$ cat src/urc_defines.vh
`ifndef URC_DEFINES_VH
`define URC_DEFINES_VH
// register offsets
`define URC_OFS_DATA 3'h0
`define URC_OFS_IEN 3'h1
`define URC_OFS_IID 3'h2
`define URC_OFS_LCTL 3'h3
`define URC_OFS_MCTL 3'h4
`define URC_OFS_LSTAT 3'h5
`define URC_OFS_MSTAT 3'h6
`define URC_OFS_SCR 3'h7
// line_control field positions
`define URC_LC_STOP 2
`define URC_LC_PAR_EN 3
`define URC_LC_EVEN 4
`define URC_LC_STICK 5
`define URC_LC_BREAK 6
`define URC_LC_DIV_SEL 7
// modem_control field positions
`define URC_MC_OUT2 3
`define URC_MC_LOOP 4
// interrupt_ident codes
`define URC_IID_LINE 3'h6
`define URC_IID_RXDATA 3'h4
`define URC_IID_HOLDING_EMPTY_FLAG 3'h2
`define URC_IID_MODEM 3'h0
`define URC_IID_NONE 3'h1
// reset values
`define URC_RST_ZERO 8'h00
`define URC_RST_DIV 16'h0001
// timing counts in 16x sample ticks
`define URC_TICKS_BIT 5'h10
`define URC_TICKS_STOP_HALF 5'h18
`define URC_TICKS_STOP_TWO 6'h20
`define URC_START_MID 4'h7
`define URC_SAMPLE_PT 4'hf
`endif

$ cat src/urc_core.v
`timescale 1ns/1ps
`include "urc_defines.vh"
module urc_core (
  input wire clk,
  input wire srst,
  input wire [2:0] hostAddr,
  input wire hostWrEn,
  input wire hostRdEn,
  input wire [7:0] hostWrData,
  output reg [7:0] hostRdData_ff,
  input wire serialInputPin,
  output reg serialOutputPin_ff,
  input wire ctsN,
  input wire dsrN,
  input wire riN,
  input wire rlsdN,
  output reg dtrN_ff,
  output reg rtsN_ff,
  output reg out1N_ff,
  output reg out2N_ff,
  output reg interruptRequestOut_ff
);

  localparam ST_IDLE = 3'd0;
  localparam ST_START = 3'd1;
  localparam ST_DATA = 3'd2;
  localparam ST_PAR = 3'd3;
  localparam ST_STOP = 3'd4;

  // parity bit to send or expect for the current format
  function parity_bit;
    input [7:0] data;
    input [7:0] lc;
    reg [7:0] mask;
    begin
      case (lc[1:0])
        2'd0: mask = 8'h1f;
        2'd1: mask = 8'h3f;
        2'd2: mask = 8'h7f;
        default: mask = 8'hff;
      endcase
      if (lc[`URC_LC_STICK])
        parity_bit = ~lc[`URC_LC_EVEN];
      else
        parity_bit = (^(data & mask)) ^ ~lc[`URC_LC_EVEN];
    end
  endfunction

  reg [7:0] lineCtl_ff;
  reg [7:0] modemCtl_ff;
  reg [3:0] intEn_ff;
  reg [15:0] divisor_ff;
  reg [7:0] scratch_ff;
  reg [7:0] rxBuf_ff;
  reg [7:0] txHold_ff;
  reg txFull_ff;
  reg thrIrq_ff;
  reg dataReady_ff;
  reg overrun_ff;
  reg parErr_ff;
  reg frameErr_ff;
  reg breakDet_ff;
  reg [3:0] mdmDelta_ff;
  reg [3:0] mdmPrev_ff;
  reg [15:0] baudCnt_ff;
  reg tick_ff;
  reg [4:0] pinSync1_ff;
  reg [4:0] pinSync2_ff;
  reg [4:0] pinSync3_ff;
  reg [4:0] pinFilt_ff;
  reg [2:0] rxState_ff;
  reg [3:0] rxCnt_ff;
  reg [2:0] rxIdx_ff;
  reg [7:0] rxSh_ff;
  reg rxPar_ff;
  reg rxZero_ff;
  reg [2:0] txState_ff;
  reg [5:0] txCnt_ff;
  reg [2:0] txIdx_ff;
  reg [7:0] txSh_ff;
  reg txLine_ff;

  wire divSel = lineCtl_ff[`URC_LC_DIV_SEL];
  wire loopOn = modemCtl_ff[`URC_MC_LOOP];
  wire [2:0] lastIdx = 3'd4 + {1'b0, lineCtl_ff[1:0]};
  wire rxIn = loopOn ? txLine_ff : pinFilt_ff[0];
  // modem sources {rlsd, ri, dsr, cts}, active high
  wire [3:0] mdmNow = loopOn ? {modemCtl_ff[3], modemCtl_ff[2], modemCtl_ff[0], modemCtl_ff[1]}
                             : ~pinFilt_ff[4:1];
  wire txIdle = (txState_ff == ST_IDLE);
  wire [7:0] lineStat = {1'b0, ~txFull_ff & txIdle, ~txFull_ff, breakDet_ff, frameErr_ff,
                         parErr_ff, overrun_ff, dataReady_ff};
  wire [7:0] modemStat = {mdmNow, mdmDelta_ff};

  wire lsPend = intEn_ff[2] & (overrun_ff | parErr_ff | frameErr_ff | breakDet_ff);
  wire rdPend = intEn_ff[0] & dataReady_ff;
  wire thPend = intEn_ff[1] & thrIrq_ff;
  wire msPend = intEn_ff[3] & (|mdmDelta_ff);
  wire anyPend = lsPend | rdPend | thPend | msPend;

  reg [2:0] iidCode;
  always @*
  begin
    if (lsPend)
      iidCode = `URC_IID_LINE;
    else if (rdPend)
      iidCode = `URC_IID_RXDATA;
    else if (thPend)
      iidCode = `URC_IID_HOLDING_EMPTY_FLAG;
    else if (msPend)
      iidCode = `URC_IID_MODEM;
    else
      iidCode = `URC_IID_NONE;
  end

  reg [7:0] nxt_rdData;
  always @*
  begin
    case (hostAddr)
      `URC_OFS_DATA: nxt_rdData = divSel ? divisor_ff[7:0] : rxBuf_ff;
      `URC_OFS_IEN: nxt_rdData = divSel ? divisor_ff[15:8] : {4'h0, intEn_ff};
      `URC_OFS_IID: nxt_rdData = {5'h00, iidCode};
      `URC_OFS_LCTL: nxt_rdData = lineCtl_ff;
      `URC_OFS_MCTL: nxt_rdData = {3'h0, modemCtl_ff[4:0]};
      `URC_OFS_LSTAT: nxt_rdData = lineStat;
      `URC_OFS_MSTAT: nxt_rdData = modemStat;
      default: nxt_rdData = scratch_ff;
    endcase
  end

  wire rdBuf = hostRdEn & (hostAddr == `URC_OFS_DATA) & ~divSel;
  wire rdLine = hostRdEn & (hostAddr == `URC_OFS_LSTAT);
  wire rdModem = hostRdEn & (hostAddr == `URC_OFS_MSTAT);
  // clear only when the returned code names holding-empty
  wire rdIidThre = hostRdEn & (hostAddr == `URC_OFS_IID) & (iidCode == `URC_IID_HOLDING_EMPTY_FLAG);
  wire wrHold = hostWrEn & (hostAddr == `URC_OFS_DATA) & ~divSel;
  wire wrIen = hostWrEn & (hostAddr == `URC_OFS_IEN) & ~divSel;
  wire txLoad = txIdle & txFull_ff;
  wire rxSample = tick_ff & (rxCnt_ff == `URC_SAMPLE_PT);
  wire rxDone = rxSample & (rxState_ff == ST_STOP);

  // host register writes, outputs and read data
  always @(posedge clk)
  begin
    if (srst)
    begin
      lineCtl_ff <= `URC_RST_ZERO;
      modemCtl_ff <= `URC_RST_ZERO;
      intEn_ff <= 4'h0;
      divisor_ff <= `URC_RST_DIV;
      scratch_ff <= `URC_RST_ZERO;
      hostRdData_ff <= `URC_RST_ZERO;
      serialOutputPin_ff <= 1'b1;
      dtrN_ff <= 1'b1;
      rtsN_ff <= 1'b1;
      out1N_ff <= 1'b1;
      out2N_ff <= 1'b1;
      interruptRequestOut_ff <= 1'b0;
    end
    else
    begin
      if (hostRdEn)
        hostRdData_ff <= nxt_rdData;
      if (hostWrEn)
      begin
        case (hostAddr)
          `URC_OFS_DATA:
          begin
            if (divSel)
              divisor_ff[7:0] <= hostWrData;
          end
          `URC_OFS_IEN:
          begin
            if (divSel)
              divisor_ff[15:8] <= hostWrData;
            else
              intEn_ff <= hostWrData[3:0];
          end
          `URC_OFS_LCTL: lineCtl_ff <= hostWrData;
          `URC_OFS_MCTL: modemCtl_ff <= {3'h0, hostWrData[4:0]};
          `URC_OFS_SCR: scratch_ff <= hostWrData;
          default: scratch_ff <= scratch_ff;
        endcase
      end
      if (loopOn)
        serialOutputPin_ff <= 1'b1;
      else if (lineCtl_ff[`URC_LC_BREAK])
        serialOutputPin_ff <= 1'b0;
      else
        serialOutputPin_ff <= txLine_ff;
      dtrN_ff <= loopOn | ~modemCtl_ff[0];
      rtsN_ff <= loopOn | ~modemCtl_ff[1];
      out1N_ff <= loopOn | ~modemCtl_ff[2];
      out2N_ff <= loopOn | ~modemCtl_ff[3];
      interruptRequestOut_ff <= anyPend & modemCtl_ff[`URC_MC_OUT2] & ~loopOn;
    end
  end

  // 16x sample tick from the divisor, pin synchronisers
  always @(posedge clk)
  begin
    if (srst)
    begin
      baudCnt_ff <= 16'h0000;
      tick_ff <= 1'b0;
      pinSync1_ff <= 5'h1f;
      pinSync2_ff <= 5'h1f;
      pinSync3_ff <= 5'h1f;
      pinFilt_ff <= 5'h1f;
      mdmPrev_ff <= 4'h0;
    end
    else
    begin
      if (baudCnt_ff + 16'h0001 >= divisor_ff)
      begin
        baudCnt_ff <= 16'h0000;
        tick_ff <= 1'b1;
      end
      else
      begin
        baudCnt_ff <= baudCnt_ff + 16'h0001;
        tick_ff <= 1'b0;
      end
      pinSync1_ff <= {rlsdN, riN, dsrN, ctsN, serialInputPin};
      pinSync2_ff <= pinSync1_ff;
      pinSync3_ff <= pinSync2_ff;
      pinFilt_ff <= (pinFilt_ff & ~(pinSync2_ff ^ pinSync3_ff))
                  | (pinSync2_ff & ~(pinSync2_ff ^ pinSync3_ff));
      mdmPrev_ff <= mdmNow;
    end
  end

  // status flags: a set in the same cycle as a clear wins, except thrIrq_ff, where a hold write clears it over a load
  always @(posedge clk)
  begin
    if (srst)
    begin
      dataReady_ff <= 1'b0;
      overrun_ff <= 1'b0;
      parErr_ff <= 1'b0;
      frameErr_ff <= 1'b0;
      breakDet_ff <= 1'b0;
      mdmDelta_ff <= 4'h0;
      thrIrq_ff <= 1'b0;
      txFull_ff <= 1'b0;
      txHold_ff <= `URC_RST_ZERO;
      rxBuf_ff <= `URC_RST_ZERO;
    end
    else
    begin
      if (rxDone)
      begin
        rxBuf_ff <= rxSh_ff;
        dataReady_ff <= 1'b1;
      end
      else if (rdBuf)
        dataReady_ff <= 1'b0;
      if (rxDone)
      begin
        overrun_ff <= overrun_ff | (dataReady_ff & ~rdBuf);
        parErr_ff <= parErr_ff | (lineCtl_ff[`URC_LC_PAR_EN]
                     & (rxPar_ff != parity_bit(rxSh_ff, lineCtl_ff)));
        frameErr_ff <= frameErr_ff | ~rxIn;
        breakDet_ff <= breakDet_ff | (rxZero_ff & ~rxIn);
      end
      else if (rdLine)
      begin
        overrun_ff <= 1'b0;
        parErr_ff <= 1'b0;
        frameErr_ff <= 1'b0;
        breakDet_ff <= 1'b0;
      end
      mdmDelta_ff <= (rdModem ? 4'h0 : mdmDelta_ff)
                   | {mdmNow[3] ^ mdmPrev_ff[3], ~mdmNow[2] & mdmPrev_ff[2],
                      mdmNow[1:0] ^ mdmPrev_ff[1:0]};
      if (wrHold)
      begin
        txHold_ff <= hostWrData;
        txFull_ff <= 1'b1;
      end
      else if (txLoad)
        txFull_ff <= 1'b0;
      if (txLoad & ~wrHold)
        thrIrq_ff <= 1'b1;
      else if (wrIen & hostWrData[1] & ~intEn_ff[1] & ~txFull_ff & ~wrHold)
        thrIrq_ff <= 1'b1;
      else if (wrHold | rdIidThre)
        thrIrq_ff <= 1'b0;
    end
  end

  always @(posedge clk)
  begin
    if (srst)
    begin
      rxState_ff <= ST_IDLE;
      rxCnt_ff <= 4'h0;
      rxIdx_ff <= 3'h0;
      rxSh_ff <= 8'h00;
      rxPar_ff <= 1'b0;
      rxZero_ff <= 1'b0;
    end
    else if (tick_ff)
    begin
      rxCnt_ff <= rxCnt_ff + 4'h1;
      case (rxState_ff)
        ST_IDLE:
        begin
          rxCnt_ff <= 4'h0;
          if (~rxIn)
            rxState_ff <= ST_START;
        end
        ST_START:
        begin
          if (rxCnt_ff == `URC_START_MID)
          begin
            rxCnt_ff <= 4'h0;
            rxIdx_ff <= 3'h0;
            rxSh_ff <= 8'h00;
            rxZero_ff <= 1'b1;
            rxState_ff <= rxIn ? ST_IDLE : ST_DATA;
          end
        end
        ST_DATA:
        begin
          if (rxCnt_ff == `URC_SAMPLE_PT)
          begin
            rxSh_ff[rxIdx_ff] <= rxIn;
            rxZero_ff <= rxZero_ff & ~rxIn;
            rxIdx_ff <= rxIdx_ff + 3'h1;
            if (rxIdx_ff == lastIdx)
              rxState_ff <= lineCtl_ff[`URC_LC_PAR_EN] ? ST_PAR : ST_STOP;
          end
        end
        ST_PAR:
        begin
          if (rxCnt_ff == `URC_SAMPLE_PT)
          begin
            rxPar_ff <= rxIn;
            rxZero_ff <= rxZero_ff & ~rxIn;
            rxState_ff <= ST_STOP;
          end
        end
        ST_STOP:
        begin
          if (rxCnt_ff == `URC_SAMPLE_PT)
            rxState_ff <= ST_IDLE;
        end
        default: rxState_ff <= ST_IDLE;
      endcase
    end
  end

  // transmitter; stop length counted in ticks
  wire [5:0] stopTicks = ~lineCtl_ff[`URC_LC_STOP] ? {1'b0, `URC_TICKS_BIT}
                       : (lineCtl_ff[1:0] == 2'd0) ? {1'b0, `URC_TICKS_STOP_HALF}
                       : `URC_TICKS_STOP_TWO;
  wire bitEnd = tick_ff & (txCnt_ff == {1'b0, `URC_TICKS_BIT} - 6'd1);

  always @(posedge clk)
  begin
    if (srst)
    begin
      txState_ff <= ST_IDLE;
      txCnt_ff <= 6'h00;
      txIdx_ff <= 3'h0;
      txSh_ff <= 8'h00;
      txLine_ff <= 1'b1;
    end
    else
    begin
      if (tick_ff)
        txCnt_ff <= txCnt_ff + 6'd1;
      case (txState_ff)
        ST_IDLE:
        begin
          txCnt_ff <= 6'h00;
          if (txLoad)
          begin
            txSh_ff <= txHold_ff;
            txLine_ff <= 1'b0;
            txState_ff <= ST_START;
          end
        end
        ST_START:
        begin
          if (bitEnd)
          begin
            txCnt_ff <= 6'h00;
            txIdx_ff <= 3'h0;
            txLine_ff <= txSh_ff[0];
            txState_ff <= ST_DATA;
          end
        end
        ST_DATA:
        begin
          if (bitEnd)
          begin
            txCnt_ff <= 6'h00;
            txIdx_ff <= txIdx_ff + 3'h1;
            txLine_ff <= txSh_ff[txIdx_ff + 3'h1];
            if (txIdx_ff == lastIdx)
            begin
              if (lineCtl_ff[`URC_LC_PAR_EN])
              begin
                txLine_ff <= parity_bit(txSh_ff, lineCtl_ff);
                txState_ff <= ST_PAR;
              end
              else
              begin
                txLine_ff <= 1'b1;
                txState_ff <= ST_STOP;
              end
            end
          end
        end
        ST_PAR:
        begin
          if (bitEnd)
          begin
            txCnt_ff <= 6'h00;
            txLine_ff <= 1'b1;
            txState_ff <= ST_STOP;
          end
        end
        ST_STOP:
        begin
          if (tick_ff & (txCnt_ff == stopTicks - 6'd1))
          begin
            txCnt_ff <= 6'h00;
            txState_ff <= ST_IDLE;
          end
        end
        default: txState_ff <= ST_IDLE;
      endcase
    end
  end

endmodule // urc_core

$ cat config.mk
export PLATFORM = sky130hd
export DESIGN_NAME = urc_core
export DESIGN_NICKNAME = d
export VERILOG_FILES = /design/src/urc_core.v
export VERILOG_INCLUDE_DIRS = /design/src
export SDC_FILE = /design/constraint.sdc
export NUM_CORES = 1
export LEC_CHECK = 0
export BUFFER_PORTS_ARGS = -buffer_cell sky130_fd_sc_hd__buf_2
export CAP_MARGIN = 20
export CORE_MARGIN = 2
export CORE_UTILIZATION = 60
export CTS_CLUSTER_SIZE = 28
export DETAILED_ROUTE_END_ITERATION = 10
export PLACE_DENSITY = 0.78
export SLEW_MARGIN = 20
export SYNTH_ARGS = -nofsm -noshare
export SYNTH_HDL_FRONTEND = slang
export SYNTH_SLANG_ARGS = --single-unit
$ cat constraint.sdc
create_clock -name clk -period 3.3 [get_ports clk]
set_clock_uncertainty 0.1 [all_clocks]
set_input_delay 0.495 -clock clk [delete_from_list [all_inputs] [get_ports clk]]
set_output_delay 0.495 -clock clk [all_outputs]
set_load 0.02 [all_outputs]
==> results of run 1 <==
[worst max-delay path, cell delays in order (launching register included)]
cell and delay, ps:
dfxtp_1 390, and4_1 270, nand4_1 110, nor2_1 200, nand4_1 150, xnor2_1 210
ha_1 270, a21o_1 160, a21o_1 160, a221oi_1 260, o21ai_1 140, a211o_4 410
nor2b_1 140
[how the worst min path moves through the flow]
stage                                end  slack (ps)  cells past startpoint            from
after floorplan                  dtrN_ff         280                      1  modemCtl_ff[0]
after global placement    pinSync2_ff[4]         290                      1  pinSync1_ff[4]
after detailed placement  pinSync2_ff[2]         290                      1  pinSync1_ff[2]
after CTS                 pinSync1_ff[4]         130                      2           rlsdN
after global routing      pinSync1_ff[0]         140                      2  serialInputPin
final                     pinSync1_ff[4]         150                      2           rlsdN
[cell type report]
| type | count | area share [%] |
|---|---|---|
| clock inverters | 15 | 2.57 |
| repair buffers | 40 | 2.51 |
| inverters | 35 | 1.50 |
| flip-flops and latches | 164 | 37.4 |
| clock buffers | 17 | 4.85 |
| multi-input cells | 680 | 48.7 |
| well taps | 172 | 2.45 |
[logic make-up after synthesis]
group | count (synthesis) | synth area share [%]
and+or+nand+nor | 377 | 22.9
muxes | 61 | 8.47
DFF | 164 | 41.6
buffers and inverters | 88 | 4.44
adders and majority gates | 26 | 4.12
AOI/OAI and AO/OA | 171 | 13.5
xor gates and xnor gates | 45 | 4.99
[metrics by stage]
stage,TNS (ps),instance area [sq um],hold slack [ps]
CTS,0,8760,134
global placement,0,8110,292
finish,0,8770,150
floorplan,0,7890,278
global route,-11.1,8770,145
detailed placement,0,8110,294
[registers in the layout (all words and copies together), names as in the netlist, 4 cells and up]
| register | count |
|---|---|
| lineCtl_ff | 8 |
| hostRdData_ff | 8 |
| txSh_ff | 8 |
| scratch_ff | 8 |
| rxSh_ff | 8 |
| modemCtl_ff | 5 |
| txCnt_ff | 6 |
| mdmDelta_ff | 4 |
| rxCnt_ff | 4 |
| mdmPrev_ff | 4 |
| baudCnt_ff | 16 |
| pinSync1_ff | 5 |
| pinFilt_ff | 5 |
| pinSync2_ff | 5 |
| pinSync3_ff | 5 |
| divisor_ff | 16 |
| rxBuf_ff | 8 |
| txHold_ff | 8 |
| intEn_ff | 4 |
[layer usage]
metal	wire, um	track usage (%)
met4	473	10.9
met5	0	0
met2	8680	43.2
met3	1300	5.74
met1	8450	36.6
[cell usage in the layout, fill, tap and decap left out, types with 13 or more instances in the layout]
cell type / Yosys / final
nand2_1: 118 / 118
nand2b_1: 14 / 14
nor3_1: 15 / 15
nor2b_1: 23 / 23
inv_1: 34 / 34
nand3_1: 27 / 27
clkbuf_16: 0 / 17
ha_1: 26 / 26
nor2_1: 109 / 109
a21oi_1: 78 / 78
or2_2: 16 / 16
dfxtp_1: 164 / 164
xor2_1: 13 / 13
xnor2_1: 32 / 32
nand4_1: 14 / 14
buf_2: 10 / 32
mux2i_1: 51 / 51
o21ai_0: 27 / 27
[where the power goes]
part           total (mW)  leakage [nW]  internal [mW]  switching, mW
sequential           2.04          1.33           2.01         0.0292
combinational       0.227          1.65         0.0770          0.150
clock                2.19         0.319           1.35          0.833
==> run metrics, run 1 <==
gr ovfl total=0; CTS buffer count=17; FF-to-FF path depth=12; Rows=41; vias in the first global route=6030; VDD IR max=0.000593 V; Final Max Tran Viols=0; DP Cell Count=1091; final setup vio count=0; worst-path fanout max=16; R2R Path Start=baudCnt_ff[3]; Async S/R FF share, synth=0%; post-CTS setup buffers=0; synthesized net count=978; CTS tree=yes; top_reg_cell synth=dfxtp_1; DP Worst Slack=134 ps; Hold-fix buffers, CTS=0; Syn Inst Count=932; max-cap viol count=0; R2R Setup Slk=260 ps; fraction of layout cells with a size suffix above 1=11.5%; pin count of the biggest net entering global routing=62; full die area=14100 sq um; ANT cells=0; Synth top area share=41.6%; First-pass DRT Iterations=5; end point of the critical path=baudCnt_ff[14]; status=finished, final reports clean; post-cts resize count=0; Slew headroom=44.6%; Clk Latency, worst-skew pair=430 ps; class of the worst hold path=input pin to flip-flop; DRC violations left=0; Tot Pwr=4.45 mW; slew of the pin with the lowest slew margin=825 ps; clk slew on worst S/H paths=60 ps; routability congestion estimate from global placement=0.945; I/O pins=34; post-synthesis cell type count=70; sequential fraction of the synthesis area=41.6%; crit path kind=flip-flop to flip-flop; EDFF count, synth=0; GRT Util Overall=27.4%; drt total wl=18.9 mm; Ys Warns=0; CP Launch Type=flip-flop; required time worst endpoint=3560 ps; min Tclk post-route=3040 ps; utilization after layout=68.9%; reg-to-reg endpoint=baudCnt_ff[14]; Clock Sinks=164; Area contributors post-synth=dfxtp_1 42%, mux2i_1 6.5%, nand2_1 5.6%, nor2_1 5.2%, a21oi_1 4.9%; Multi-input gate area=4270 sq um; Syn-to-layout area delta=11.1%; Synth Area per Inst=8.47 sq um; IO buf count=33; max frequency=329 MHz; Final HPWL DP=12.8 mm; Synth area leader=dfxtp_1; synthesis-stage register bit count=164; Via-to-Cell Ratio=5.82; root buf cell=clkbuf_16; H-Tree Depth=4; Post-synth top cells=164 x dfxtp_1, 118 x nand2_1, 109 x nor2_1; Worst Setup SP=baudCnt_ff[3]; Worst Path Arrival=3290 ps; drt initial violations=681; Non-Filler Instances=1123; most common cell in the netlist=dfxtp_1; global-route wire length before repair=30.7 mm; wire per inst=16.8 um; nets=984; clock buffer depth=2; via count=6537; post-route ant nets=0; Core ar.=12700 sq um; Final Hold Vio Count=0; Die Span X=119 um; static leakage power=3.30 nW; Post-Syn Area=7890 sq um; die height=119 um; fillers=1030; Power Density=508 nW/um^2; final worst-path setup slack=264 ps; fin crit share=92.0%; initial antenna violation count=0; Reg area=3280 sq um; Crit. End Element=flip-flop; Starting Density=62.0%
Note: power is estimated with default switching activity, not from simulation.
==> inputs of run 2 (changes only) <==
Settings changed: CORE_UTILIZATION 60 to 40, PLACE_DENSITY 0.78 to 0.56, TNS_END_PERCENT from default to 1.
==> run metrics, run 2 (synthesis results as in run 1) <==
Regs by FF count=baudCnt_ff (16), divisor_ff (16); met2 Resource Use GR=30.3% (-13 points); Tot Pwr=4.34 mW (-2.5%); Multi-input gate area=4270 sq um (about the same); H-Tree Depth=4 (unchanged); VDD IR max=0.000524 V (-12%); commonest non-fill, non-tap cells in the layout=164 x dfxtp_1, 118 x nand2_1, 108 x nor2_1; final setup vio count=0 (unchanged); post-CTS setup buffers=0 (unchanged); status=finished, final reports clean; Slew headroom=46.6% (+2.0 points); met3 usage=3.68% (-2.1 points); max-cap viol count=0 (unchanged); CP Launch Type=flip-flop; DP Cell Count=1186 (+8.7%); Core ar.=19400 sq um (+52%); Via-to-Cell Ratio=5.25 (-9.8%); DRC violations left=0 (unchanged); initial antenna violation count=1 (+1); Hold-fix buffers, CTS=0 (unchanged); Worst Path Arrival=3200 ps (-90 ps); IO buf count=33 (unchanged); required time worst endpoint=3560 ps (about the same); post-route setup TNS=0 ps (unchanged); slew of the pin with the lowest slew margin=795 ps (-29.6 ps); Starting Density=40.7% (-21 points); fin crit share=89.2% (-2.8 points); Final HPWL DP=13.8 mm (+7.6%); fraction of layout cells with a size suffix above 1=11.8% (+0.29 points); post-route ant nets=0 (unchanged); crit path kind=flip-flop to flip-flop; Die Span X=144 um (+22%); global-route wire length before repair=31.7 mm (+3.1%); nets=986 (+0.20%); root buf cell=clkbuf_16; pin count of the biggest net entering global routing=60 (-3.2%); post-cts resize count=0 (unchanged); min Tclk post-route=2940 ps (-91.9 ps); Rows=51 (+24%); grt met1 use=27.6% (-9.1 points); Most Crowded Layer GR=met2; full die area=20900 sq um (+48%); wire per inst=16.1 um (-4.1%); static leakage power=3.28 nW (-0.45%); clk slew on worst S/H paths=60 ps (about the same); die height=144 um (+22%); Power Density=489 nW/um^2 (-3.6%); Syn-to-layout area delta=12.4%; Final Max Tran Viols=0 (unchanged); RSZ-0062 raised after global routing=false; First-pass DRT Iterations=5 (unchanged); drt initial violations=417 (-39%); max frequency=340 MHz (+3.1%); GRT Util Overall=19.6% (-7.8 points); fillers=1951 (+89%); via count=6403 (-2.0%); CTS tree=yes; Clk Latency, worst-skew pair=420 ps (about the same); Reg area=3280 sq um (unchanged); drt total wl=19.7 mm (+4.1%); clock buffer depth=2 (unchanged); Clock Sinks=164 (unchanged); CTS buffer count=17 (unchanged); Final Hold Vio Count=0 (unchanged); routability congestion estimate from global placement=0.875 (-7.4%); worst-path fanout max=16 (unchanged); I/O pins=34 (unchanged); class of the worst hold path=input pin to flip-flop; most common cell after layout, fill and taps aside=dfxtp_1; gr ovfl total=0 (unchanged); Non-Filler Instances=1219 (+8.5%); vias in the first global route=5881 (-2.5%); Crit. End Element=flip-flop
## run 2: path summary, 6_finish.rpt
path	startpoint	to	slack [ps]	depth (start not counted)
setup / recovery	baudCnt_ff[3]	baudCnt_ff[3]	360	12
hold / removal	rlsdN	pinSync1_ff[4]	150	2
setup reg to reg	baudCnt_ff[3]	baudCnt_ff[3]	360	12
hold reg to reg	pinSync1_ff[1]	pinSync2_ff[1]	310	1
## run 2: layout make-up
cell class	instances	share of cell area, %
clock buffer	19	4.99
sequential	164	37.0
antenna	1	0.0282
timing repair buffer	42	2.65
inverter	35	1.48
clock inverter	13	1.93
multi-input combinational	680	48.2
tap	265	3.74
## run 2: critical path: stages (launching register included)
cell and delay [ps]:
dfxtp_1 400, and4_2 280, nand4_1 120, nor2_2 150, nand4_1 130, xnor2_1 200
ha_1 270, a21o_1 160, a21o_1 160, a221oi_1 270, o21ai_1 140, a211o_4 370
nor2b_1 130
## run 2: through the flow
stage	instance area (sq um)	util (%)	hold WS [ps]	worst slack, ps
finish	8870	45.7	151	356
global route	8870	45.7	137	57.2
CTS	8850	45.6	127	139
detailed placement	8240	42.5	295	148
global placement	8240	42.5	291	201
floorplan	7890	-	278	411
## run 2: where the power goes
group	leakage, nW	switching (mW)	internal, mW
sequential	1.33	0.0300	2.01
clock	0.295	0.848	1.22
combinational	1.66	0.150	0.0778
## run 2: layer usage
metal,wire [um],vias up
li1,-,3248
met1,9760,3006
met2,8810,123
met3,706,24
met4,387,2
met5,13,-
==> inputs of run 3 (changes only) <==
Clock period 3.3 ns to 3.1 ns, I/O delays scaled along.
==> run metrics, run 3 (synthesis results as in run 1) <==
IO buf count=33 (unchanged); via count=6413 (+0.16%); worst-path fanout max=10 (-6); clock buffer depth=2 (unchanged); most common cell after layout, fill and taps aside=dfxtp_1; Die Span X=144 um (unchanged); static leakage power=3.31 nW (+0.94%); die height=144 um (unchanged); Comb power frac=5.4% (about the same); Final Hold Vio Count=0 (unchanged); pin count of the biggest net entering global routing=52 (-13%); DRC violations left=0 (unchanged); H-Tree Depth=4 (unchanged); CTS buffer count=17 (unchanged); VDD IR max=0.000373 V (-29%); CP Launch Type=flip-flop; gr ovfl total=0 (unchanged); root buf cell=clkbuf_16; Final Max Tran Viols=0 (unchanged); Final HPWL DP=14.0 mm (+1.9%); sw frac=24.5% (+0.75 points); post-route setup TNS=0 ps (unchanged); full die area=20900 sq um (unchanged); Clk Latency, worst-skew pair=430 ps (about the same); global-route wire length before repair=31.7 mm (+0.11%); clk slew on worst S/H paths=70 ps (about the same); crit path kind=flip-flop to flip-flop; Rows=51 (unchanged); Via-to-Cell Ratio=5.24 (-0.33%); max-cap viol count=0 (unchanged); status=finished, final reports clean; drt total wl=19.8 mm (+0.83%); Crit. End Element=flip-flop; class of the worst hold path=input pin to flip-flop; Starting Density=40.7% (unchanged); final setup vio count=0 (unchanged); First-pass DRT Iterations=5 (unchanged); Clock Sinks=164 (unchanged); commonest non-fill, non-tap cells in the layout=161 x dfxtp_1, 118 x nand2_1, 108 x nor2_1; Power Density=506 nW/um^2 (+3.5%); initial antenna violation count=0 (-1); CTS tree=yes; RSZ-0062 raised after global routing=false; nets=994 (+0.81%); Psw=1.10 mW (+7.2%); min Tclk post-route=2840 ps (-101 ps); drt initial violations=402 (-3.6%); Syn-to-layout area delta=12.9%; vias in the first global route=5851 (-0.51%); slew of the pin with the lowest slew margin=755 ps (-40.0 ps); Core ar.=19400 sq um (unchanged); routability congestion estimate from global placement=0.884 (+1.0%); ANT cells=0 (-1); utilization after layout=45.9% (+0.19 points); Slew headroom=49.2% (+2.7 points); post-route ant nets=0 (unchanged); required time worst endpoint=3360 ps (-200 ps); wire per inst=16.2 um (+0.33%); Worst Path Arrival=3110 ps (-90 ps); Clk pwr share=46.5% (-1.2 points); fin crit share=91.7% (+2.5 points); GRT Util Overall=19.7% (+0.11 points); fraction of layout cells with a size suffix above 1=12.9% (+1.2 points); Int Power=3.41 mW (+2.9%); Regs by FF count=baudCnt_ff (16), divisor_ff (16); max frequency=352 MHz (+3.5%); Seq pwr share=48.1% (+1.1 points); I/O pins=34 (unchanged)
## run 3: cell count changes in the layout (fill, tap and decap cells not counted), sizes merged
cell	delta
bufinv	-2
clkbuf	+1
buf	+8
diode	-1
## run 3: repair_timing
item / in CTS / in global routing
endpoints found under the setup margin: 0 / 16
buffers inserted: 0 / 1
hold buffers: 0 / 0
resized for setup: 0 / 9
## run 3: worst paths after layout
kind	from	endpoint	slack, ps	cells past startpoint
worst max register to register	baudCnt_ff[4]	baudCnt_ff[5]	260	13
worst max-delay path	baudCnt_ff[4]	baudCnt_ff[5]	260	13
worst min-delay path	rlsdN	pinSync1_ff[4]	110	2
worst min register to register	pinSync1_ff[2]	pinSync2_ff[2]	310	1
## run 3: area by class of cell
type	count	area (sq um)
tap	265	332
multi-input combinational	680	4270
inverter	35	131
clock inverter	11	120
fill	1985	10500
timing repair buffer	50	295
sequential	164	3290
clock buffer	20	467
## run 3: worst max-delay path, stage by stage (launching register included)
cell,delay (ps)
dfxtp_4,370
and4_4,240
nand4_1,110
nor2_2,140
nand4_1,120
xnor2_1,220
ha_1,270
a21o_1,150
a21o_1,170
a221oi_2,240
o21ai_1,110
a211o_1,250
buf_4,170
nor2b_1,110
## run 3: layer usage
layer	global-route usage, %	routed length, um
met5	0	0
met4	6.18	348
met3	4.14	666
met2	30.1	8830
met1	28.0	9990
## run 3: per-stage QoR
step | std cells | power (mW) | instance area [sq um] | hold WS [ps] | setup slack, ps
final | 1225 | 4.51 | 8910 | 110 | 257
after global routing | 1225 | 4.68 | 8910 | 94.2 | 26.7
after CTS | 1224 | 4.56 | 8880 | 90.4 | 110
after detailed placement | 1193 | 2.46 | 8290 | 292 | 128
after global placement | 1193 | 2.46 | 8290 | 291 | 162
after floorplan | 932 | 2.37 | 7890 | 278 | 211
## run 3: power by group through the flow
stage                     registers [mW]  clock network (mW)  logic (mW)
after floorplan                     2.21                   0       0.164
after global placement              2.22                   0       0.243
after detailed placement            2.22                   0       0.243
after CTS                           2.17                2.15       0.244
after global routing                2.17                2.24       0.270
final                               2.17                2.09       0.245
